## src/core/asop_cfg.svh

```systemverilog
// constants for the serial output port of the converter
`ifndef ASOP_CFG_SVH
`define ASOP_CFG_SVH

`define ASOP_RES_W          16
`define ASOP_RESULT_RST     16'h0000
`define ASOP_MCLK_NS        5
`define ASOP_SCLK_PERIOD_NS 40
`define ASOP_PHASE_CYC      (`ASOP_SCLK_PERIOD_NS / (4 * `ASOP_MCLK_NS))
`define ASOP_FRAME_BITS     5'h10
`define ASOP_CHAIN_EDGE     5'h11
`define ASOP_PIN_B6         0
`define ASOP_PIN_B7         1
`define ASOP_PIN_B8         2
`define ASOP_PIN_B9         3
`define ASOP_PAR_LSB        6
`define ASOP_MSB_FLIP       16'h8000

`endif

```

## src/core/asop_pkg.sv

```systemverilog
// types for the serial output port of the converter
package asop_pkg;

  typedef logic [15:0] asop_word_t;

  typedef enum logic [1:0] {
    ST_IDLE   = 2'b00,
    ST_MASTER = 2'b01,
    ST_SLAVE  = 2'b10
  } asop_state_e;

endpackage

```

## src/core/asop_sync.sv

```systemverilog
// two flip-flop synchroniser for pin inputs
`timescale 1ns/10ps
`default_nettype none

module asop_sync #(
  parameter int W = 1
) (
  input  wire logic         mclk,
  input  wire logic         reset_n,
  input  wire logic [W-1:0] d,
  output var  logic [W-1:0] q
);

  logic [W-1:0] meta_q;

  always_ff @(posedge mclk or negedge reset_n) begin
    if (!reset_n) begin
      meta_q <= '0;
      q      <= '0;
    end else begin
      meta_q <= d;
      q      <= meta_q;
    end
  end

endmodule

`default_nettype wire

```

## src/core/asop_port.sv

```systemverilog
// converter result output port: parallel bits 6..9 or serial port
`timescale 1ns/10ps
`default_nettype none
`include "asop_cfg.svh"

module asop_port #(
  parameter logic [7:0] PHASE_CYC = 8'(`ASOP_PHASE_CYC)
) (
  input  wire logic                mclk,
  input  wire logic                reset_n,
  input  wire logic                port_style_select,
  input  wire logic                clock_invert_select,
  input  wire logic                read_mode_or_chain_input,
  input  wire logic                clock_source_select,
  input  wire logic                output_code_format,
  input  wire logic                sclk_in,
  input  wire logic                read_select_n,
  input  wire logic                conv_start,
  input  wire logic                conv_done,
  input  wire asop_pkg::asop_word_t conv_result,
  output var  logic [3:0]          data_pin_o,
  output var  logic [3:0]          data_pin_oe_n,
  output var  logic                frame_active
);

  // ---------------------------------------------------------------
  // helpers
  // ---------------------------------------------------------------
  function automatic asop_pkg::asop_word_t code_word(input asop_pkg::asop_word_t w,
                                                     input logic ocf);
    code_word = ocf ? w : (w ^ `ASOP_MSB_FLIP);
  endfunction

  // ---------------------------------------------------------------
  // pin synchronisers
  // ---------------------------------------------------------------
  logic [6:0] pins_s;
  logic       ser_s;
  logic       inv_s;
  logic       rdc_s;
  logic       slave_s;
  logic       ocf_s;
  logic       sclk_s;
  logic       rsel_n_s;

  asop_sync #(.W(7)) u_sync (
    .mclk    (mclk),
    .reset_n (reset_n),
    .d       ({port_style_select, clock_invert_select, read_mode_or_chain_input,
               clock_source_select, output_code_format, sclk_in, !read_select_n}),
    .q       (pins_s)
  );

  assign ser_s    = pins_s[6];
  assign inv_s    = pins_s[5];
  assign rdc_s    = pins_s[4];
  assign slave_s  = pins_s[3];
  assign ocf_s    = pins_s[2];
  assign sclk_s   = pins_s[1];
  // select crosses active high so the reset value matches the idle pin
  assign rsel_n_s = ~pins_s[0];

  // ---------------------------------------------------------------
  // latest result and edge detection
  // ---------------------------------------------------------------
  asop_pkg::asop_word_t result_q;
  logic                 sclk_prev_q;
  logic                 rsel_prev_q;
  logic                 upd_edge;
  logic                 read_begin;

  always_ff @(posedge mclk or negedge reset_n) begin
    if (!reset_n) begin
      result_q <= `ASOP_RESULT_RST;
    end else if (conv_done) begin
      result_q <= conv_result;
    end
  end

  always_ff @(posedge mclk or negedge reset_n) begin
    if (!reset_n) begin
      sclk_prev_q <= 1'b0;
      rsel_prev_q <= 1'b1;
    end else begin
      sclk_prev_q <= sclk_s;
      rsel_prev_q <= rsel_n_s;
    end
  end

  // data update edge follows clock invert select
  assign upd_edge   = inv_s ? (sclk_prev_q & ~sclk_s) : (~sclk_prev_q & sclk_s);
  assign read_begin = rsel_prev_q & ~rsel_n_s;

  // ---------------------------------------------------------------
  // master trigger selection
  // ---------------------------------------------------------------
  logic                 m_trig;
  asop_pkg::asop_word_t m_src;

  assign m_trig = rdc_s ? conv_start : conv_done;
  assign m_src  = rdc_s ? result_q : conv_result;

  // ---------------------------------------------------------------
  // frame state machine and shift register
  // ---------------------------------------------------------------
  asop_pkg::asop_state_e st_q;
  asop_pkg::asop_word_t  shreg_q;
  logic [4:0]            cnt_q;
  logic [1:0]            phase_q;
  logic [7:0]            pcnt_q;
  logic                  phase_end;

  assign phase_end = (pcnt_q == PHASE_CYC - 8'h01);

  always_ff @(posedge mclk or negedge reset_n) begin
    if (!reset_n) begin
      st_q    <= asop_pkg::ST_IDLE;
      shreg_q <= `ASOP_RESULT_RST;
      cnt_q   <= 5'h00;
      phase_q <= 2'h0;
      pcnt_q  <= 8'h00;
    end else begin
      unique case (st_q)
        asop_pkg::ST_IDLE: begin
          phase_q <= 2'h0;
          pcnt_q  <= 8'h00;
          cnt_q   <= 5'h00;
          if (ser_s && !slave_s && !rsel_n_s && m_trig) begin
            shreg_q <= code_word(m_src, ocf_s);
            st_q    <= asop_pkg::ST_MASTER;
          end else if (ser_s && slave_s && read_begin) begin
            shreg_q <= code_word(result_q, ocf_s);
            st_q    <= asop_pkg::ST_SLAVE;
          end
        end
        asop_pkg::ST_MASTER: begin
          if (!ser_s || slave_s || rsel_n_s) begin
            st_q <= asop_pkg::ST_IDLE;
          end else if (phase_end) begin
            pcnt_q  <= 8'h00;
            phase_q <= phase_q + 2'h1;
            // data moves mid low phase, away from both clock edges
            if (phase_q == 2'h0 && cnt_q != 5'h00) begin
              shreg_q <= {shreg_q[14:0], 1'b0};
            end
            // frame ends mid low phase so the last bit spans both edges
            if (phase_q == 2'h0 && cnt_q == `ASOP_FRAME_BITS) begin
              st_q <= asop_pkg::ST_IDLE;
            end
            if (phase_q == 2'h3) begin
              cnt_q <= cnt_q + 5'h01;
            end
          end else begin
            pcnt_q <= pcnt_q + 8'h01;
          end
        end
        asop_pkg::ST_SLAVE: begin
          if (!ser_s || !slave_s || rsel_n_s) begin
            st_q <= asop_pkg::ST_IDLE;
          end else if (upd_edge) begin
            // first edge presents the msb, later edges shift in the chain
            if (cnt_q != 5'h00) begin
              shreg_q <= {shreg_q[14:0], rdc_s};
            end
            if (cnt_q != `ASOP_CHAIN_EDGE) begin
              cnt_q <= cnt_q + 5'h01;
            end
          end
        end
        default: begin
          st_q <= asop_pkg::ST_IDLE;
        end
      endcase
    end
  end

  // ---------------------------------------------------------------
  // pin drivers
  // ---------------------------------------------------------------
  asop_pkg::asop_word_t par_word;
  logic                 serial_result_out;
  logic                 sclk_out;
  logic [3:0]           pin_d;
  logic [3:0]           oe_n_d;

  assign par_word = code_word(result_q, ocf_s);
  assign serial_result_out    = (st_q != asop_pkg::ST_IDLE) & shreg_q[15];
  assign sclk_out = ((st_q == asop_pkg::ST_MASTER) & phase_q[1]) ^ inv_s;

  always_comb begin
    pin_d  = 4'h0;
    oe_n_d = 4'hf;
    if (!ser_s) begin
      pin_d  = par_word[`ASOP_PAR_LSB +: 4];
      oe_n_d = 4'h0;
    end else begin
      pin_d[`ASOP_PIN_B8]  = serial_result_out;
      oe_n_d[`ASOP_PIN_B8] = 1'b0;
      pin_d[`ASOP_PIN_B9]  = slave_s ? 1'b0 : sclk_out;
      oe_n_d[`ASOP_PIN_B9] = slave_s;
    end
  end

  always_ff @(posedge mclk or negedge reset_n) begin
    if (!reset_n) begin
      data_pin_o    <= 4'h0;
      data_pin_oe_n <= 4'hf;
      frame_active  <= 1'b0;
    end else begin
      data_pin_o    <= pin_d;
      data_pin_oe_n <= oe_n_d;
      frame_active  <= (st_q != asop_pkg::ST_IDLE);
    end
  end

  // ---------------------------------------------------------------
  // master clock count per frame
  // ---------------------------------------------------------------
  logic [4:0] m_edges_q;

  always_ff @(posedge mclk or negedge reset_n) begin
    if (!reset_n) begin
      m_edges_q <= 5'h00;
    end else if (st_q != asop_pkg::ST_MASTER) begin
      m_edges_q <= 5'h00;
    end else if (phase_end && phase_q == 2'h1) begin
      m_edges_q <= m_edges_q + 5'h01;
    end
  end
endmodule

`default_nettype wire

```

## config.mk

```make
export PLATFORM = sky130hd
export DESIGN_NAME = asop_port
export DESIGN_NICKNAME = d
export VERILOG_FILES = /design/src/core/asop_pkg.sv /design/src/core/asop_sync.sv /design/src/core/asop_port.sv
export VERILOG_INCLUDE_DIRS = /design/src /design/src/core
export SDC_FILE = /design/constraint.sdc
export NUM_CORES = 1
export LEC_CHECK = 0
export ABC_AREA = 1
export BUFFER_PORTS_ARGS = -buffer_cell sky130_fd_sc_hd__buf_2
export CORE_MARGIN = 1
export CORE_UTILIZATION = 60
export DETAILED_ROUTE_END_ITERATION = 8
export GPL_ROUTABILITY_DRIVEN = 0
export GPL_TIMING_DRIVEN = 0
export PLACE_DENSITY = 0.92
export SYNTH_ARGS = -nofsm -noshare
export SYNTH_HDL_FRONTEND = slang
export SYNTH_SLANG_ARGS = --single-unit
```

## constraint.sdc

```tcl
create_clock -name mclk -period 5.2 [get_ports mclk]
set_input_delay 1.04 -clock mclk [delete_from_list [all_inputs] [get_ports mclk]]
set_output_delay 1.04 -clock mclk [all_outputs]
set_load 0.05 [all_outputs]
```

==> results.md <==
Final layout:
- The post-layout net count is 543.
- The fraction of layout instances using a drive strength above 1 is 16.63%.
- The area taken by multi-input logic gates is 0.001528 sq mm.
- The area overhead of the layout relative to synthesis is 12.91%.
- The number of inserted diodes is 0.
- The flip-flop and latch area is 0.001832 sq mm.
- The number of inserted filler cells in the final layout is 444.

Global route:
- In the global route stage, overall resource usage came out at 30.13%.
- After global routing the overflow that remains totals 0.
- The number of global-route vias before repair was 3228.
- In the global route stage, met3 resource usage came out at 6.818%.
- The global-route wire length before repair is 14430 um.
- The met2 usage is between 40% and 50%.
- The largest net degree at the start of global routing is 74.
- met2 is the most crowded layer.
- The number of antenna violations at the first check in global routing is 0.
- The met1 layer usage reported by global route is 35.52%.

Logic synthesis:
- Measured against the total synthesized area, the mux share comes to 0.3043%.
- The count of flip-flops with a built-in enable after synthesis is 0.
- For this run, the register share of the synthesized area comes to 49.49%.
- The synthesized netlist devotes under 10% of its cell area to compound gates.
- The adder-cell area share of the yosys netlist is 3.381%.
- The number of warnings issued by yosys is 0.
- In the post-synthesis netlist, the biggest area contributors are sky130_fd_sc_hd__dfrtp_1 47%, sky130_fd_sc_hd__nand2_1 13%, sky130_fd_sc_hd__nand3_1 9.6%.
- After synthesis, the largest family of logic cells by area is simple AND/OR/NAND/NOR gates.
- The net count after synthesis is 497.
- The instance count of the mapped netlist is 460.
- Dividing the synthesized area by the synthesized cell count gives 8.046 sq um.
- Of all flip-flops after synthesis, the portion carrying an async set or reset was between 90% and 100%.
- Of the total synthesized cell area, the portion taken by AND, OR, NAND and NOR gates is 29.38%.
- The flip-flop and latch count after synthesis is 73.
- The largest area contributor in the netlist is sky130_fd_sc_hd__dfrtp_1.
- The cell area after synthesis is 0.003701 sq mm.
- The synthesized design devotes to its leading area cell type 46.65% of total area.
- The count of distinct cell types in the synthesized netlist is 36.
- Summing the areas of all xor and xnor instances in the mapped netlist gives 0.7099% of the synthesized area.
- In the synthesized netlist the dominant register cell turns out to be sky130_fd_sc_hd__dfrtp_1.

Worst setup path:
- The flop-to-flop setup slack is about 3.2 ns.
- The highest fanout seen on the critical path is 2.
- The data required time of the worst path is 4.16 ns.
- At the worst endpoint, the arrival time is 1.25 ns.
- STA classifies the critical path startpoint as a register.
- In this run the critical register-to-register path is launched from st_q[0].
- Counting cells, the worst reg-to-reg path comes to 7.
- The critical path capture point type is an output pin.
- The endpoint identified for the worst register-to-register timing path is cnt_q[4].
- The type of the setup path with the least slack is reg -> out.

Status:
- The run finished with clean final reports.

Clock tree:
- The cell at the root of the clock tree is sky130_fd_sc_hd__clkbuf_8.
- The later pin in the worst-skew pair is clocked with a latency of 0.36 ns.
- The number of gates given a new drive strength after cts is 0.
- The number of hold buffers added after CTS was 0.
- The H-tree depth is 3.
- The maximum clock path buffer count is 2.
- The number of buffers created by CTS is 9.
- Post-CTS timing repair inserted 0 buffers for setup.
- The number of sinks handled by clock tree synthesis is 73.
- The CTS tree is done.
- After clock tree synthesis, the clock-pin slew on the worst setup and hold paths is around 0.090 ns.

Route:
- The number of design rule violations left after detail routing is 0.
- For this block, the routed nets add up to 8815 um of wire.
- The number of optimization iterations in the first detailed-route pass is 5.
- The violation count after the first detailed-routing iteration is 283.
- The routed layout has ~3.3k vias.
- The number of nets with antenna violations after routing is 0.
- The number of vias per cell is 5.638.
- Dividing the detail-routed wire length by the instance count gives 15.04 um.

STA:
- In this run the tightest slew margin relative to its limit is ~40%.
- The number of hold violations in the final report is 0.
- Setup total negative slack on the finished layout was measured at 0 ns.
- Static timing analysis puts the maximum clock frequency at 437.4 MHz.
- Setup repair after global routing left no endpoint under its margin.
- In the post-route analysis, the smallest setup slack over all paths is between 2 and 3 ns.
- The worst path in the final design needs a cycle of 2.286 ns, including I/O delays and setup.
- The total count of max-transition violations in the final report was 0.
- The worst path uses 43.96% of the clock period.
- Setup violations remaining at the end of the flow were counted as 0.
- For the final database, setup skew stands at 0.01101 ns.
- The worst-margin pin slew is 0.9060 ns.

Power:
- Summed over all cells, the static leakage comes to 2.172 nW.
- The power per cell area is 449.1 mW/mm^2.
- The clock network fraction of design power is 25.3%.
- Sequential cells account for 37.7% of the total power.
- The internal power of the cells totals 0.001090 W.
- The switching power of the nets is 0.0007862 W.
- Net switching is 41.89% of the power.
- Across the VDD grid, the largest voltage drop is 0.0003025 V.
- The part of the power in combinational logic is 37.0%.

Floorplan:
- The row count is 28.
- The area of the die is 0.006487 sq mm.
- Once the floorplan was initialized, standard cells occupied between 60% and 70% of the core.
- In this run the vertical extent of the chip is just over 80 um.
- The horizontal die dimension is 80.54 um.
- The region available for standard cell placement spans 0.005921 sq mm.
- 36 I/O pins were placed.

Place:
- Input and output buffers added on the ports amount to 35.
- The worst setup slack after placement is 2.804 ns.
- Detailed placement ended at an HPWL of 5687 um.

Hold path:
- The worst hold path class is reg -> reg.
- The worst hold path was traced through 0 stages.
- The path with the worst hold slack has its endpoint at u_sync.q[1].
- The startpoint of the lowest-slack hold path is u_sync.meta_q[1].

Job:
- The number of max-capacitance violations reported is 0.
[cells in the mapped netlist (2+ instances only)]
library cell                 n
sky130_fd_sc_hd__nand3_1    71
sky130_fd_sc_hd__nor2_4      3
sky130_fd_sc_hd__dfstp_2     4
sky130_fd_sc_hd__o21ai_1     3
sky130_fd_sc_hd__nor2_1     23
sky130_fd_sc_hd__nand2_4     2
sky130_fd_sc_hd__nor3b_1     2
sky130_fd_sc_hd__ha_1       10
sky130_fd_sc_hd__nand2_2     3
sky130_fd_sc_hd__dfrtp_1    69
sky130_fd_sc_hd__nand2_1   124
sky130_fd_sc_hd__nand3b_1    2
sky130_fd_sc_hd__xor2_1      2
sky130_fd_sc_hd__inv_1      57
sky130_fd_sc_hd__buf_2       3
sky130_fd_sc_hd__inv_2       4
sky130_fd_sc_hd__nand4_1     4
sky130_fd_sc_hd__o21ai_0    35
sky130_fd_sc_hd__o22ai_1     4
sky130_fd_sc_hd__nor3_1      3
sky130_fd_sc_hd__clkbuf_1    7
sky130_fd_sc_hd__buf_4       8
sky130_fd_sc_hd__a21oi_1     4
[power groups by stage]
| stage | registers [W] | clock network [W] | logic, W |
|---|---|---|---|
| 5_1_grt | 0.000715 | 0.000499 | 0.000763 |
| 6_report | 0.000707 | 0.000475 | 0.000695 |
| 4_1_cts | 0.000704 | 0.000474 | 0.000678 |
| 3_3_place_gp | 0.000711 | 0 | 0.000640 |
| 2_1_floorplan | 0.000727 | 0 | 0.000474 |
| 3_5_place_dp | 0.000714 | 0 | 0.000666 |
[kinds of logic (layout without fill, tap and decap cells)]
kind of cell / after synthesis / count (layout)
mux: 1 / 1
other cells: 1 / 1
buf+inv: 80 / 131
simple gates: 241 / 241
xor+xnor: 3 / 3
flops: 73 / 73
compound gates: 51 / 51
fa+ha+maj: 10 / 10
[critical path, stage by stage (launching register included)]
cell	delay (ns)
sky130_fd_sc_hd__dfstp_2	0.54
sky130_fd_sc_hd__buf_4	0.09
sky130_fd_sc_hd__buf_2	0.25
[metrics by stage]
| step | util [%] | total power [W] | instance area (sq um) | std cells | hold slack [ns] |
|---|---|---|---|---|---|
| final | 70.58 | 0.001877 | 4179 | 586 | 0.3568 |
| after global routing | 70.58 | 0.001977 | 4179 | 586 | 0.3702 |
| after CTS | 70.58 | 0.001856 | 4179 | 586 | 0.3647 |
| after detailed placement | 67.10 | 0.001380 | 3973 | 570 | 0.3347 |
| after global placement | 67.05 | 0.001350 | 3970 | 570 | 0.3337 |
| after floorplan | - | 0.001201 | 3701 | 460 | 0.3312 |
[sequential cells by signal, summed over array words and instances (netlist names)]
signal and cells:
data_pin_o 4, rsel_prev_q 1, data_pin_oe_n 3, result_q 16
sclk_prev_q 1, u_sync.meta_q 7, shreg_q 16, u_sync.q 7
cnt_q 5, frame_active 1, pcnt_q 8, st_q 2
phase_q 2
[worst max-delay path by stage]
stage / from / to / slack (ns) / cells after the start
6_report: data_pin_oe_n[1] / data_pin_oe_n[1] / 2.91 / 2
5_1_grt: data_pin_oe_n[1] / data_pin_oe_n[1] / 2.88 / 2
4_1_cts: data_pin_oe_n[1] / data_pin_oe_n[1] / 2.91 / 2
3_5_place_dp: conv_done / shreg_q[13] / 2.80 / 11
3_3_place_gp: reset_n / result_q[11] / 2.69 / 1
2_1_floorplan: conv_done / shreg_q[10] / 3.23 / 9
[cells in the final DEF (no fill, tap or decap), drive strengths merged, types with 4 or more instances in the layout]
| master | instances |
|---|---|
| dfrtp | 69 |
| o22ai | 4 |
| inv | 65 |
| ha | 10 |
| buf | 47 |
| dfstp | 4 |
| o21ai | 39 |
| a21oi | 4 |
| nor2 | 27 |
| nand4 | 5 |
| nand3 | 72 |
| nand2 | 129 |
| clkbuf | 16 |
[per-layer routing]
metal	vias up	part of all wire (%)
li1	1556	-
met1	1555	39
met2	161	50
met3	32	7.0
met4	0	3.6
met5	-	0
[area by class of cell]
| class | count | share of cell area [%] |
|---|---|---|
| tap | 75 | 2.246 |
| timing repair buffer | 35 | 4.251 |
| clock inverter | 7 | 1.976 |
| inverter | 61 | 5.479 |
| buffer | 19 | 2.695 |
| clock buffer | 9 | 2.964 |
| sequential | 73 | 43.83 |
| multi-input combinational | 307 | 36.56 |
Power figures use the tool's default switching activity.
